**src/rtl/ced_pkg.sv**
```systemverilog
package ced_pkg;

  // ****************************************
  // Register map (word index, byte = 4 * index)
  // ****************************************
  localparam logic [11:0] CSR_INDEX = 12'h097;
  localparam logic [11:0] CFG_INDEX = 12'h098;
  localparam logic [11:0] IST_INDEX = 12'h099;
  localparam logic [11:0] IMK_INDEX = 12'h09A;
  localparam logic [11:0] CSR_ADDR = 12'h25C;
  localparam logic [11:0] CFG_ADDR = 12'h260;
  localparam logic [11:0] IST_ADDR = 12'h264;
  localparam logic [11:0] IMK_ADDR = 12'h268;

  // ****************************************
  // Field positions and reset values
  // ****************************************
  localparam int CSR_FLAG_BIT = 4;
  localparam logic [7:0] CSR_RESET = 8'h00;
  localparam logic [1:0] CFG_RESET = 2'h0;
  localparam logic IST_RESET = 1'b0;
  localparam logic IMK_RESET = 1'b0;

  // ****************************************
  // Event conditions
  // ****************************************
  localparam logic [2:0] CM_LOW = 3'h0;
  localparam logic [2:0] CM_RISE = 3'h1;
  localparam logic [2:0] CM_DB_TOGGLE = 3'h2;
  localparam logic [2:0] CM_DB_RISE = 3'h3;
  localparam logic [2:0] CM_FALL = 3'h4;
  localparam logic [2:0] CM_TOGGLE = 3'h5;
  localparam logic [2:0] CM_DB_FALL = 3'h6;
  localparam logic [2:0] CM_HIGH = 3'h7;

  // ****************************************
  // Sample clock choices and counts
  // ****************************************
  localparam logic [1:0] SCS_SYSCLK = 2'h0;
  localparam logic [1:0] SCS_TIMER0 = 2'h1;
  localparam logic [1:0] SCS_TIMER1 = 2'h2;
  localparam logic [1:0] SCS_TIMER2 = 2'h3;
  localparam logic [2:0] HOLD_SYSCLK = 3'h1;
  localparam logic [2:0] HOLD_TIMER = 3'h4;

  // Control and status layout, msb first
  typedef struct packed {
    logic [1:0] positive_channel_select;
    logic input_connect;
    logic event_flag;
    logic comparator_enable;
    logic [2:0] event_condition_select;
  } ced_csr_s;

  // Debounce sequencer, Gray along the wait path
  typedef enum logic [1:0] {
    DB_IDLE = 2'h0,
    DB_WAIT_FIRST = 2'h1,
    DB_WAIT_SECOND = 2'h3
  } ced_db_e;

endpackage : ced_pkg

```
**src/rtl/ced_sync2.sv**
```systemverilog
`timescale 1ns/100ps
module ced_sync2 #(
  parameter logic RST_VAL = 1'b0
) (
  // Clock and reset
  input wire logic clk,
  input wire logic rst_n,
  // Level in and out
  input wire logic d,
  output logic q
);

  logic stage1;

  // Two-flop crossing; first stage feeds only the second
  always_ff @(posedge clk or negedge rst_n)
  begin
    if (!rst_n)
    begin
      stage1 <= RST_VAL;
      q <= RST_VAL;
    end
    else
    begin
      stage1 <= d;
      q <= stage1;
    end
  end

endmodule : ced_sync2

```
**src/rtl/ced_top.sv**
```systemverilog
`timescale 1ns/100ps
// Overview of operation
// - Default sampling takes the comparator output every clock cycle.
// - Debounced modes with sample select 00 pace on timer 1 overflows.
// - After a relevant transition, wait two pacing overflows before resampling.
// - Flag set only if resample matches expected level, else event dropped.
// - Free-running timer gives flag one to two periods after the edge.
// - Timer-paced sampling accepts an edge only after 4 consecutive samples.
// - Input connect bit one connects analog inputs, zero disconnects them.
// - Hardware sets event flag on condition; software clears; interrupt gated.
// - Disabled comparator forces output low and blocks new events.
// - Enabled comparator puts the four analog pins into input-only mode.
// - Condition field selects level, edge, toggle and debounced variants.
// - Two-bit sample select picks system clock or timer 0, 1, 2.
// - Comparator output is one when positive input exceeds negative.
module ced_top
  import ced_pkg::*;
(
  // Clock and reset
  input wire logic ref_clk,
  input wire logic arst_n,
  // APB slave
  input wire logic psel,
  input wire logic penable,
  input wire logic pwrite,
  input wire logic [11:0] paddr,
  input wire logic [31:0] pwdata,
  output logic [31:0] prdata,
  output logic pready,
  output logic pslverr,
  // Analog comparator side
  input wire logic comp_raw,
  output logic input_connect,
  output logic [1:0] positive_channel_select,
  output logic [3:0] pin_input_only,
  output logic comparator_out,
  // Timer overflow pulses, same clock
  input wire logic timer0_ovf,
  input wire logic timer1_ovf,
  input wire logic timer2_ovf,
  // Interrupt
  output logic irq
);

  // ****************************************
  // Reset release and input crossing
  // ****************************************
  logic rst_n;
  logic comp_sync;

  // Reset enters asynchronously, leaves through two flops
  ced_sync2 #(
    .RST_VAL(1'b0)
  ) u_rst_sync (
    .clk(ref_clk),
    .rst_n(arst_n),
    .d(1'b1),
    .q(rst_n)
  );

  ced_sync2 #(
    .RST_VAL(1'b0)
  ) u_comp_sync (
    .clk(ref_clk),
    .rst_n(rst_n),
    .d(comp_raw),
    .q(comp_sync)
  );

  // ****************************************
  // Registers
  // ****************************************
  ced_csr_s csr;
  logic [1:0] sample_clock_select;
  logic ist_event;
  logic imk_event;
  logic event_hit;

  logic wr_en;
  logic rd_setup;
  logic rd_access;
  logic addr_hit;

  // APB phases; zero wait states
  assign wr_en = psel && penable && pwrite && addr_hit;
  assign rd_setup = psel && !penable && !pwrite;
  assign rd_access = psel && penable && !pwrite;
  assign pready = psel && penable;
  assign pslverr = psel && penable && !addr_hit;

  // Decode of the four word addresses
  always_comb
  begin
    case (paddr)
      CSR_ADDR: addr_hit = 1'b1;
      CFG_ADDR: addr_hit = 1'b1;
      IST_ADDR: addr_hit = 1'b1;
      IMK_ADDR: addr_hit = 1'b1;
      default: addr_hit = 1'b0;
    endcase
  end

  // Control fields and flag; one process, as the packed register allows one writer
  always_ff @(posedge ref_clk or negedge rst_n)
  begin
    if (!rst_n)
    begin
      csr.positive_channel_select <= CSR_RESET[7:6];
      csr.input_connect <= CSR_RESET[5];
      csr.event_flag <= CSR_RESET[CSR_FLAG_BIT];
      csr.comparator_enable <= CSR_RESET[3];
      csr.event_condition_select <= CSR_RESET[2:0];
    end
    else
    begin
      if (wr_en && paddr == CSR_ADDR)
      begin
        // Channel changes taken as written; software disconnects first
        csr.positive_channel_select <= pwdata[7:6];
        csr.input_connect <= pwdata[5];
        csr.comparator_enable <= pwdata[3];
        csr.event_condition_select <= pwdata[2:0];
      end
      // flag set by event, cleared by writing zero
      if (event_hit)
      begin
        // A coincident clear loses to a new event
        csr.event_flag <= 1'b1;
      end
      else if (wr_en && paddr == CSR_ADDR && !pwdata[CSR_FLAG_BIT])
      begin
        csr.event_flag <= 1'b0;
      end
    end
  end

  // Sample clock selection
  always_ff @(posedge ref_clk or negedge rst_n)
  begin
    if (!rst_n)
    begin
      sample_clock_select <= CFG_RESET;
    end
    else if (wr_en && paddr == CFG_ADDR)
    begin
      sample_clock_select <= pwdata[1:0];
    end
  end

  // Sticky status, cleared by a read access
  always_ff @(posedge ref_clk or negedge rst_n)
  begin
    if (!rst_n)
    begin
      ist_event <= IST_RESET;
    end
    else if (event_hit)
    begin
      ist_event <= 1'b1;
    end
    else if (rd_access && paddr == IST_ADDR && prdata[0])
    begin
      // Clear only what the read reported; an event at the setup edge survives
      ist_event <= 1'b0;
    end
  end

  // Interrupt mask
  always_ff @(posedge ref_clk or negedge rst_n)
  begin
    if (!rst_n)
    begin
      imk_event <= IMK_RESET;
    end
    else if (wr_en && paddr == IMK_ADDR)
    begin
      imk_event <= pwdata[0];
    end
  end

  // Read data captured in setup, valid through access
  always_ff @(posedge ref_clk or negedge rst_n)
  begin
    if (!rst_n)
    begin
      prdata <= 32'h0000_0000;
    end
    else if (rd_setup)
    begin
      case (paddr)
        CSR_ADDR: prdata <= {24'h00_0000, csr};
        CFG_ADDR: prdata <= {30'h0000_0000, sample_clock_select};
        IST_ADDR: prdata <= {31'h0000_0000, ist_event};
        IMK_ADDR: prdata <= {31'h0000_0000, imk_event};
        default: prdata <= 32'h0000_0000;
      endcase
    end
  end

  assign irq = ist_event && imk_event;

  // ****************************************
  // Pin side outputs
  // ****************************************
  logic active;
  logic comp_level;

  // connect bit drives the input mux
  assign input_connect = csr.input_connect;
  assign positive_channel_select = csr.positive_channel_select;
  assign pin_input_only = {4{csr.comparator_enable}};

  assign comp_level = csr.comparator_enable && comp_sync;
  assign active = csr.comparator_enable && csr.input_connect;

  // Registered copy for the pin
  always_ff @(posedge ref_clk or negedge rst_n)
  begin
    if (!rst_n)
    begin
      comparator_out <= 1'b0;
    end
    else
    begin
      comparator_out <= comp_level;
    end
  end

  // ****************************************
  // Sampling and edge acceptance
  // ****************************************
  logic sample_stb;
  logic pace_stb;
  logic [2:0] hold_need;
  logic [2:0] hold_cnt;
  logic stable;
  logic edge_ok;
  logic edge_rise;
  logic edge_fall;
  logic [2:0] cond;
  logic debounced;

  assign cond = csr.event_condition_select;
  assign debounced = (cond == CM_DB_TOGGLE) || (cond == CM_DB_RISE) || (cond == CM_DB_FALL);

  // every clock by default; timer choices
  always_comb
  begin
    case (sample_clock_select)
      SCS_SYSCLK: sample_stb = 1'b1;
      SCS_TIMER0: sample_stb = timer0_ovf;
      SCS_TIMER1: sample_stb = timer1_ovf;
      SCS_TIMER2: sample_stb = timer2_ovf;
      default: sample_stb = 1'b1;
    endcase
  end

  // timer 1 paces the debounce wait under system clock sampling; otherwise the selected sample timer does
  assign pace_stb = (sample_clock_select == SCS_SYSCLK) ? timer1_ovf : sample_stb;

  // timer sampling needs four agreeing samples
  assign hold_need = (sample_clock_select == SCS_SYSCLK) ? HOLD_SYSCLK : HOLD_TIMER;
  assign edge_ok = active && sample_stb && (comp_level != stable) &&
                   ((hold_cnt + 3'h1) >= hold_need);
  assign edge_rise = edge_ok && comp_level;
  assign edge_fall = edge_ok && !comp_level;

  // Filtered level and run-length of disagreeing samples
  always_ff @(posedge ref_clk or negedge rst_n)
  begin
    if (!rst_n)
    begin
      stable <= 1'b0;
      hold_cnt <= 3'h0;
    end
    else if (!active)
    begin
      stable <= 1'b0;
      hold_cnt <= 3'h0;
    end
    else if (sample_stb)
    begin
      if (comp_level == stable)
      begin
        hold_cnt <= 3'h0;
      end
      else if (edge_ok)
      begin
        stable <= comp_level;
        hold_cnt <= 3'h0;
      end
      else
      begin
        hold_cnt <= hold_cnt + 3'h1;
      end
    end
  end

  // ****************************************
  // Debounce sequencer
  // ****************************************
  ced_db_e db_state;
  ced_db_e next_db_state;
  logic expect_level;
  logic db_start;
  logic db_done;

  // Relevant transition for the chosen debounced mode
  always_comb
  begin
    case (cond)
      CM_DB_TOGGLE: db_start = edge_ok;
      CM_DB_RISE: db_start = edge_rise;
      CM_DB_FALL: db_start = edge_fall;
      default: db_start = 1'b0;
    endcase
  end

  // two pacing overflows before resample; free timer
  always_comb
  begin
    next_db_state = db_state;
    db_done = 1'b0;
    case (db_state)
      DB_IDLE:
      begin
        if (db_start)
        begin
          next_db_state = DB_WAIT_FIRST;
        end
      end
      DB_WAIT_FIRST:
      begin
        if (pace_stb)
        begin
          next_db_state = DB_WAIT_SECOND;
        end
      end
      DB_WAIT_SECOND:
      begin
        if (pace_stb)
        begin
          next_db_state = DB_IDLE;
          db_done = 1'b1;
        end
      end
      default: next_db_state = DB_IDLE;
    endcase
  end

  // State and the level the resample must show
  always_ff @(posedge ref_clk or negedge rst_n)
  begin
    if (!rst_n)
    begin
      db_state <= DB_IDLE;
      expect_level <= 1'b0;
    end
    else if (!active || !debounced)
    begin
      // wait abandoned on disable, disconnect or change to a non-debounced mode
      db_state <= DB_IDLE;
      expect_level <= 1'b0;
    end
    else
    begin
      db_state <= next_db_state;
      if (db_state == DB_IDLE && db_start)
      begin
        expect_level <= comp_level;
      end
    end
  end

  // ****************************************
  // Event decision
  // ****************************************
  // condition decode; resample must agree
  always_comb
  begin
    case (cond)
      CM_LOW: event_hit = sample_stb && !comp_level;
      CM_RISE: event_hit = edge_rise;
      CM_FALL: event_hit = edge_fall;
      CM_TOGGLE: event_hit = edge_ok;
      CM_HIGH: event_hit = sample_stb && comp_level;
      CM_DB_TOGGLE: event_hit = db_done && (comp_level == expect_level);
      CM_DB_RISE: event_hit = db_done && (comp_level == expect_level);
      CM_DB_FALL: event_hit = db_done && (comp_level == expect_level);
      default: event_hit = 1'b0;
    endcase
    // no events while disabled or disconnected
    if (!active)
    begin
      event_hit = 1'b0;
    end
  end

endmodule : ced_top

```
**config.mk**
```make
export PLATFORM = sky130hd
export DESIGN_NAME = ced_top
export DESIGN_NICKNAME = d
export VERILOG_FILES = /design/src/rtl/ced_pkg.sv /design/src/rtl/ced_sync2.sv /design/src/rtl/ced_top.sv
export SDC_FILE = /design/constraint.sdc
export NUM_CORES = 1
export LEC_CHECK = 0
export ABC_CLOCK_PERIOD_IN_PS = 3660
export BUFFER_PORTS_ARGS = -buffer_cell sky130_fd_sc_hd__buf_4
export CORE_MARGIN = 2
export CORE_UTILIZATION = 29
export DETAILED_ROUTE_END_ITERATION = 12
export SETUP_SLACK_MARGIN = 0.5
export SLEW_MARGIN = 30
export SYNTH_ARGS = -nofsm -noshare
export SYNTH_HDL_FRONTEND = slang
export SYNTH_SLANG_ARGS = --single-unit
```
**constraint.sdc**
```tcl
create_clock -name ref_clk -period 3.66 [get_ports ref_clk]
set_input_delay 0.732 -clock ref_clk [delete_from_list [all_inputs] [get_ports ref_clk]]
set_output_delay 0.732 -clock ref_clk [all_outputs]
set_load 0.05 [all_outputs]
```
==> results.md, run 1 <==
* Crit-path max cell delay at 0.53 ns
* Met3 Wirelength at 239 um
* Fin crit period at 2.79 ns
* Worst setup EP type: primary output
* Drt first pass iters at 4
* Non-filler instance count after layout at 303
* Die Span X at 84.3 um
* Cells after synthesis at 180
* Ratio of cells with drive above 1 in the final layout at 34.1%
* Arrival time worst endpoint at 2.06 ns
* CTS Root Cell: clkbuf_8
* TritonCTS clock tree: yes
* F_max at 358 MHz
* Clock Sinks at 32
* Post-layout util at 36.4%
* Fin Setup TNS at 0 ns
* R2R setup slack at 1.50 ns
* Unrepaired setup endpoints after global routing: false
* Core box area at 6310 um^2
* Count leader, synth: dfrtp_1
* Total die area at 7110 um^2
* Clock Latency Late Sink at 0.29 ns
* Dominant cell type by area after synthesis: dfrtp_1
* Routed len/inst at 12.0 um
* Flop pwr share at 42.6%
* Worst Skew at 0.00632 ns
* DRC Markers at 0
* Flop and latch count out of synthesis at 32
* Yosys warning count at 0
* Crit path kind: in -> out
* CP most frequent cell: buf_4
* Fin crit share at 76.3%
* Final hold vios at 0
* First-pass GRT wire length at 6490 um
* Net Sw Frac at 25.6%
* Largest net degree at the start of global routing at 31
* Fill count at 646
* Seq/Total Area, Yosys at 42.8%
* DP HPWL at 2810 um
* Max rail drop VDD at 0.174 mV
* Met2 wire len at 1590 um
* Relative slew slack at 63.3%
* Final Slew Violations at 0
* GRT overflow at 0
* Async SR Flop Fraction at 100%
* Power Density at 364 nW/um^2
* Worst-path fanout max at 5
* Switch Pwr at 0.215 mW
* Total CTS buffers at 5
* Top cells by area, synth: dfrtp_1, buf_4, mux2_2
* Placed insts at 295
* EDFF count, synth at 0
* Vias at 1365
* Uppermost layer routed: met4
* Leak pwr at 1.13 nW
* Fin nets at 281
* H-Tree Depth at 2
* Antenna Nets Post-Route at 0
* Critical Path RT at 2.93 ns
* Status: completed
* Clock tree buffer depth at 2
* Max cap viols at 0
* Initial Util at 29.6%
* Reg clk slew, reported paths at 0.06 ns
* Number of global-route vias before repair at 1364
* Post-synth top area share at 42.8%
* I/O Buffers at 47
* GPL Wtd Cong at 0.764
* Share of power burned in the clock network at 44.3%
* Yosys cell types at 42
* Measured slew at the worst slew-check pin at 0.551 ns
* Antenna violations before repair at 0
* Row count at 29
* Mapped Area at 1870 um^2
* Cell Int Power at 0.624 mW
* Avg Inst Size Synth at 10.4 um^2
* Detailed Route Iter0 Violations at 45
* PostCTS Resize Cnt at 0
* Crit-path cells: buf_4, or4_4, nor2_4, o21ai_4, and2_2, buf_4
* Setup violations, final at 0
* Post-CTS Hold Fix Bufs at 0
* Comb pwr share at 13.0%
* GRT Total Usage at 11.3%
* Crit start category: input port
* Commonest cells in the netlist: dfrtp_1, buf_4, nand2_1
* Die Span Y at 84.3 um
* Metal-1 WL at 1730 um
* N_diodes at 0
* Boundary Pins at 96
* Area grow syn2layout at 22.9%
* Crit-path slowest cell: or4_4
* Power Total at 0.838 mW
* Via-to-Cell Ratio at 4.50
* Hold Crit Class: in -> async
* Postcts setup bufs at 0
* Synth Flop Type: dfrtp_1
* Final wirelength at 3630 um
[cells by family after synthesis]
group | count (synthesis) | synth area share, %
AND/OR/NAND/NOR | 57 | 19.5
XOR/XNOR | 4 | 1.87
AO/OA/AOI/OAI | 31 | 11.6
other | 2 | 0.401
flip-flops | 32 | 42.8
adder cells (fa/ha/maj) | 3 | 2.01
buffers and inverters | 37 | 13.6
multiplexers | 14 | 8.16
[critical path: cells and delay by family]
| family | cells | cell delay (ns) |
|---|---|---|
| compound gates | 1 | 0.11 |
| buf+inv | 2 | 0.29 |
| simple gates | 3 | 0.93 |
[worst paths after layout]
| check | to | start | cells past startpoint |
|---|---|---|---|
| setup / recovery | pslverr | paddr[11] | 6 |
| hold / removal | u_rst_sync.stage1$_DFF_PN0_ | arst_n | 1 |
| setup reg to reg | ist_event$_DFFE_PN0P_ | sample_clock_select[0]$_DFFE_PN0P_ | 7 |
| hold reg to reg | imk_event$_DFFE_PN0P_ | u_rst_sync.q$_DFF_PN0_ | 1 |
| max in group asynchronous | positive_channel_select[1]$_DFFE_PN0P_ | u_rst_sync.q$_DFF_PN0_ | 1 |
| min in group ref_clk | u_comp_sync.q$_DFF_PN0_ | u_comp_sync.stage1$_DFF_PN0_ | 0 |
[registers in the layout, summed over array words and instances, names as in the netlist]
signal                   flops
comparator_out               1
cond                         3
csr                          1
db_state                     2
expect_level                 1
hold_cnt                     3
imk_event                    1
input_connect                1
ist_event                    1
pin_input_only               1
positive_channel_select      2
prdata                       8
sample_clock_select          2
stable                       1
u_comp_sync.q                1
u_comp_sync.stage1           1
u_rst_sync.q                 1
u_rst_sync.stage1            1
[placed cells by master, fill, tap and decap left out, types with 2 or more instances in the layout]
cell type,count
inv_1,4
nor3b_1,2
and3_1,3
and2_1,2
buf_4,48
mux2i_1,4
a22o_1,6
xnor2_1,2
a21oi_1,11
nand3_1,5
o31ai_1,2
mux2_2,10
o21ai_0,6
nand2b_1,6
nor2_1,10
nand2_1,13
xor2_1,2
conb_1,25
clkbuf_8,7
ha_1,3
dfrtp_1,32
nand4b_1,2
[metrics by stage]
step	area [um^2]	setup slack [ns]	hold WS (ns)
after floorplan	1960	1.09	0.331
after global placement	2170	0.857	0.265
after detailed placement	2170	0.858	0.270
after CTS	2300	0.859	0.207
after global routing	2300	0.827	0.203
final	2300	0.868	0.214
[power groups by stage]
stage                     Clock [mW]  Sequential, mW  Combinational [mW]
final                          0.371           0.357               0.109
after global routing           0.400           0.358               0.117
after CTS                      0.383           0.357               0.110
after detailed placement           0           0.364               0.110
after global placement             0           0.364               0.109
after floorplan                    0           0.368              0.0932
[layer usage]
| layer | global-route usage [%] | vias to the layer above |
|---|---|---|
| met5 | 0 | - |
| met3 | 3.64 | 8 |
| met2 | 17.2 | 49 |
| met1 | 15.0 | 641 |
| li1 | - | 667 |
| met4 | 4.47 | 0 |
[cell type report]
class                      count  area, um^2  share of cell area (%)
sequential                    32         801                    34.8
clock inverter                 1        30.0                    1.31
clock buffer                   7        96.3                    4.19
multi-input combinational    134         902                    39.2
tap                           77        96.3                    4.19
timing repair buffer          48         360                    15.7
inverter                       4        15.0                   0.653
Note: power is estimated with default switching activity, not from simulation.
==> inputs of run 2 (changes only) <==
ABC_CLOCK_PERIOD_IN_PS = 2400   (was 3660)
clock period = 2.4 ns   (was 3.66 ns; I/O delays follow)
==> run 2 against run 1 <==
Effect of this change: combinational power grew 58%; first-iteration DRC count grew 22%; global-route usage grew 0.15 points; largest cell class unchanged; clock power grew 13%; flip-flop and latch count is the same; largest power group is now sequential cells.
==> results.md, run 2 (synthesis results as in run 1) <==
* Status: completed
* Setup violations, final at 0
* Worst-case reg-to-reg path depth at 8
* Clock tree buffer depth at 2
* Initial Util at 29.6%
* Arrival time worst endpoint at 1.62 ns
* Via-to-Cell Ratio at 4.54
* Critical Path RT at 1.92 ns
* Post-layout util at 38.7%
* Vias at 1418
* Total CTS buffers at 5
* Most frequent cells in the layout: buf_4, dfrtp_1, conb_1
* Fin Setup TNS at 0 ns
* Worst Skew at 0.00508 ns
* Final Slew Violations at 0
* Ratio of cells with drive above 1 in the final layout at 41.3%
* GPL Wtd Cong at 0.725
* Die Span Y at 84.3 um
* Leak pwr at 1.16 nW
* Largest net degree at the start of global routing at 31
* Largest Register: prdata
* F_max at 476 MHz
* GRT Total Usage at 11.5%
* N_diodes at 0
* Worst-path fanout max at 2
* Max reg flops at 8
* Dpl ws at 0.161 ns
* Post-route setup slack at 0.297 ns
* Power Density at 466 nW/um^2
* Reg clk slew, reported paths at 0.06 ns
* Hold Crit Class: reg -> async
* Placed insts at 295
* Clock Latency Late Sink at 0.28 ns
* CTS Root Cell: clkbuf_8
* Antenna violations before repair at 0
* Detailed Route Iter0 Violations at 55
* Die Span X at 84.3 um
* Fin nets at 290
* Boundary Pins at 96
* I/O Buffers at 47
* Crit path kind: in -> out
* Max cap viols at 0
* TritonCTS clock tree: yes
* DRC Markers at 0
* Power Total at 1.14 mW
* Drt first pass iters at 4
* Worst setup EP type: primary output
* Non-filler instance count after layout at 312
* H-Tree Depth at 2
* Final hold vios at 0
* DP HPWL at 2830 um
* Final wirelength at 3950 um
* Unrepaired setup endpoints after global routing: true
* First-pass GRT wire length at 6390 um
* Fin crit share at 87.6%
* Clock Sinks at 32
* Core box area at 6310 um^2
* Total die area at 7110 um^2
* Routed len/inst at 12.7 um
* GRT overflow at 0
* Fin crit period at 2.10 ns
* Max rail drop VDD at 0.273 mV
* Area grow syn2layout at 30.5%
* Row count at 29
* Commonest non-fill, non-tap cell in the layout: buf_4
* Crit start category: input port
* Antenna Nets Post-Route at 0
* Number of global-route vias before repair at 1323
[run 2: layout make-up]
class	instances	area, um^2
multi-input combinational	134	987
tap	77	96.3
timing repair buffer	57	449
sequential	32	805
fill	627	3870
inverter	4	15.0
clock buffer	8	90.1
[run 2: where the power goes]
part / leakage [nW] / internal [mW] / switching [mW] / total (mW)
clock: 0.0455 / 0.234 / 0.187 / 0.421
sequential: 0.433 / 0.543 / 0.00233 / 0.545
combinational: 0.685 / 0.0459 / 0.126 / 0.172
[run 2: routing by layer]
layer	part of all wire, %	GRT usage [%]
met3	6.6	3.74
met2	49	17.9
met5	0	0
met1	43	14.5
met4	1.4	5.19
[run 2: timing repair]
action                     in CTS  in global routing
hold buffers                    1                  0
buffers inserted                5                  3
hold endpoints to repair        2                  0
setup endpoints to repair       9                 17
gates resized for setup         9                 13
pin swaps                       5                 11
[run 2: path summary, 6_finish.rpt]
path                                          from                           end  slack, ns
min                         u_rst_sync.q$_DFF_PN0_      comparator_out$_DFF_PN0_       0.25
min reg2reg                 u_rst_sync.q$_DFF_PN0_      comparator_out$_DFF_PN0_       0.25
min in group ref_clk                      comp_raw  u_comp_sync.stage1$_DFF_PN0_       0.31
max reg2reg                hold_cnt[0]$_DFFE_PN0P_      expect_level$_DFFE_PN0P_       0.45
max                                       paddr[0]                       pslverr       0.30
max in group asynchronous                   arst_n        u_rst_sync.q$_DFF_PN0_       1.80
[run 2: per-stage QoR]
| step | cell area, um^2 | hold slack [ns] |
|---|---|---|
| 3_5_place_dp | 2180 | 0.265 |
| 6_report | 2440 | 0.249 |
| 4_1_cts | 2340 | 0.271 |
| 2_1_floorplan | 1960 | 0.184 |
| 3_3_place_gp | 2180 | 0.263 |
| 5_1_grt | 2440 | 0.294 |
[run 2: worst max-delay path, stage by stage]
cell	delay, ns
buf_6	0.09
or4_4	0.53
nor2_4	0.13
o21ai_4	0.08
and2_4	0.17
buf_8	0.14
==> inputs of run 3 (changes only) <==
CELL_PAD_IN_SITES_DETAIL_PLACEMENT = 0   (was unset)
CELL_PAD_IN_SITES_GLOBAL_PLACEMENT = 1   (was unset)
PLACE_DENSITY_LB_ADDON = 0.1   (was unset)
==> run 3 against run 2 <==
Effect of this change: largest cell class unchanged; cell count is 1.9% higher; core utilization is 1.5 points higher; highest routed layer unchanged; non-clock buffer count grew 6.
==> results.md, run 3 (synthesis results as in run 1) <==
* Status: completed
* GR Layer Usage met3 at 3.93%
* Ratio of cells with drive above 1 in the final layout at 44.4%
* DP HPWL at 3110 um
* Hold Crit Class: reg -> async
* Crit start category: input port
* Commonest non-fill, non-tap cell in the layout: buf_4
* Routed len/inst at 13.5 um
* Placement Cell Area at 2190 um^2
* RR Endpoint: csr[4]$_DFFE_PN0P_
* Reg clk slew, reported paths at 0.07 ns
* GRT Total Usage at 12.6%
* Power Density at 481 nW/um^2
* Fin crit share at 86.7%
* R2R setup slack at 0.52 ns
* Antenna violations before repair at 0
* Worst setup EP type: primary output
* Total CTS buffers at 5
* Largest net degree at the start of global routing at 29
* GRT met1 Usage at 14.7%
* Fin nets at 296
* Vias at 1454
* F_max at 480 MHz
* Drt first pass iters at 4
* H-Tree Depth at 2
* Total die area at 7110 um^2
* Die Span X at 84.3 um
* Via-to-Cell Ratio at 4.57
* Core box area at 6310 um^2
* CTS Root Cell: clkbuf_8
* Worst Skew at 0.00665 ns
* Dpl ws at 0.160 ns
* Row count at 29
* Number of global-route vias before repair at 1478
* Multi-input logic area at 1020 um^2
* Boundary Pins at 96
* Worst-path fanout max at 2
* Antenna Nets Post-Route at 0
* Layer with the highest usage: met2
* Final wirelength at 4280 um
* GRT overflow at 0
* Final Slew Violations at 0
* Max reg flops at 8
* Fill count at 641
* I/O Buffers at 47
* Clock Sinks at 32
* FF-to-FF Start: hold_cnt[0]$_DFFE_PN0P_
* Initial Util at 29.6%
* Final hold vios at 0
* N_diodes at 0
* Max cap viols at 0
* Die Span Y at 84.3 um
* Placed insts at 296
* Fin Setup TNS at 0 ns
* Fin crit period at 2.08 ns
* Critical Path RT at 1.92 ns
* Fin area at 2540 um^2
* TritonCTS clock tree: yes
* Max rail drop VDD at 0.363 mV
* Post-route setup slack at 0.318 ns
* Setup violations, final at 0
* Leak pwr at 1.20 nW
* Arrival time worst endpoint at 1.60 ns
* DRC Markers at 0
* Clock tree buffer depth at 2
* Unrepaired setup endpoints after global routing: true
* Most frequent cells in the layout: buf_4, dfrtp_1, conb_1
* GPL Wtd Cong at 0.767
* First-pass GRT wire length at 7200 um
* Non-filler instance count after layout at 318
* Crit path kind: in -> out
* Clock Latency Late Sink at 0.28 ns
* Global-route met2 utilization at 21.9%
* Power Total at 1.22 mW
* Largest Register: prdata
* Reg area at 806 um^2
* Detailed Route Iter0 Violations at 23
* Worst-case reg-to-reg path depth at 7
* Area grow syn2layout at 35.7%
## run 3: per-layer routing
metal | vias to the layer above | wire length [um]
li1 | 693 | -
met1 | 706 | 1770
met2 | 49 | 2190
met3 | 6 | 267
met4 | 0 | 62
met5 | - | 0
## run 3: worst max path at each step
| stage | startpoint | slack (ns) | to |
|---|---|---|---|
| after floorplan | paddr[11] | 0.44 | pslverr |
| after global placement | paddr[11] | 0.15 | pslverr |
| after detailed placement | paddr[11] | 0.16 | pslverr |
| after CTS | paddr[0] | 0.28 | pslverr |
| after global routing | paddr[0] | 0.29 | pslverr |
| final | paddr[0] | 0.32 | pslverr |
## run 3: repair_timing
item,CTS,global route
endpoints found under the hold margin,2,0
pin swaps,6,12
endpoints found under the setup margin,9,18
buffers inserted,9,4
hold buffers,1,0
resized for setup,16,15
## run 3: metrics by stage
step           hold WS, ns  utilization [%]
6_report            0.0405             40.2
4_1_cts             0.0417             38.6
3_5_place_dp        0.0394             34.6
3_3_place_gp        0.0279             34.6
5_1_grt             0.0574             40.2
2_1_floorplan        0.184                -
## run 3: layout make-up
class | count | share of cell area, %
clock buffers | 6 | 2.86
clock inverters | 2 | 1.38
inverters | 4 | 0.591
multi-input cells | 134 | 40.2
flip-flops and latches | 32 | 31.7
well taps | 77 | 3.79
repair buffers | 63 | 19.5
## run 3: worst max-delay path, cell delays in order
cell and delay, ns:
buf_6 0.09, or4_4 0.53, nor2_4 0.13, o21ai_4 0.07, and2_4 0.16, buf_8 0.14
## run 3: power by group
part / internal, mW / switching, mW / leakage [nW]
clock: 0.308 / 0.194 / 0.0552
sequential: 0.543 / 0.00301 / 0.431
combinational: 0.0466 / 0.127 / 0.709
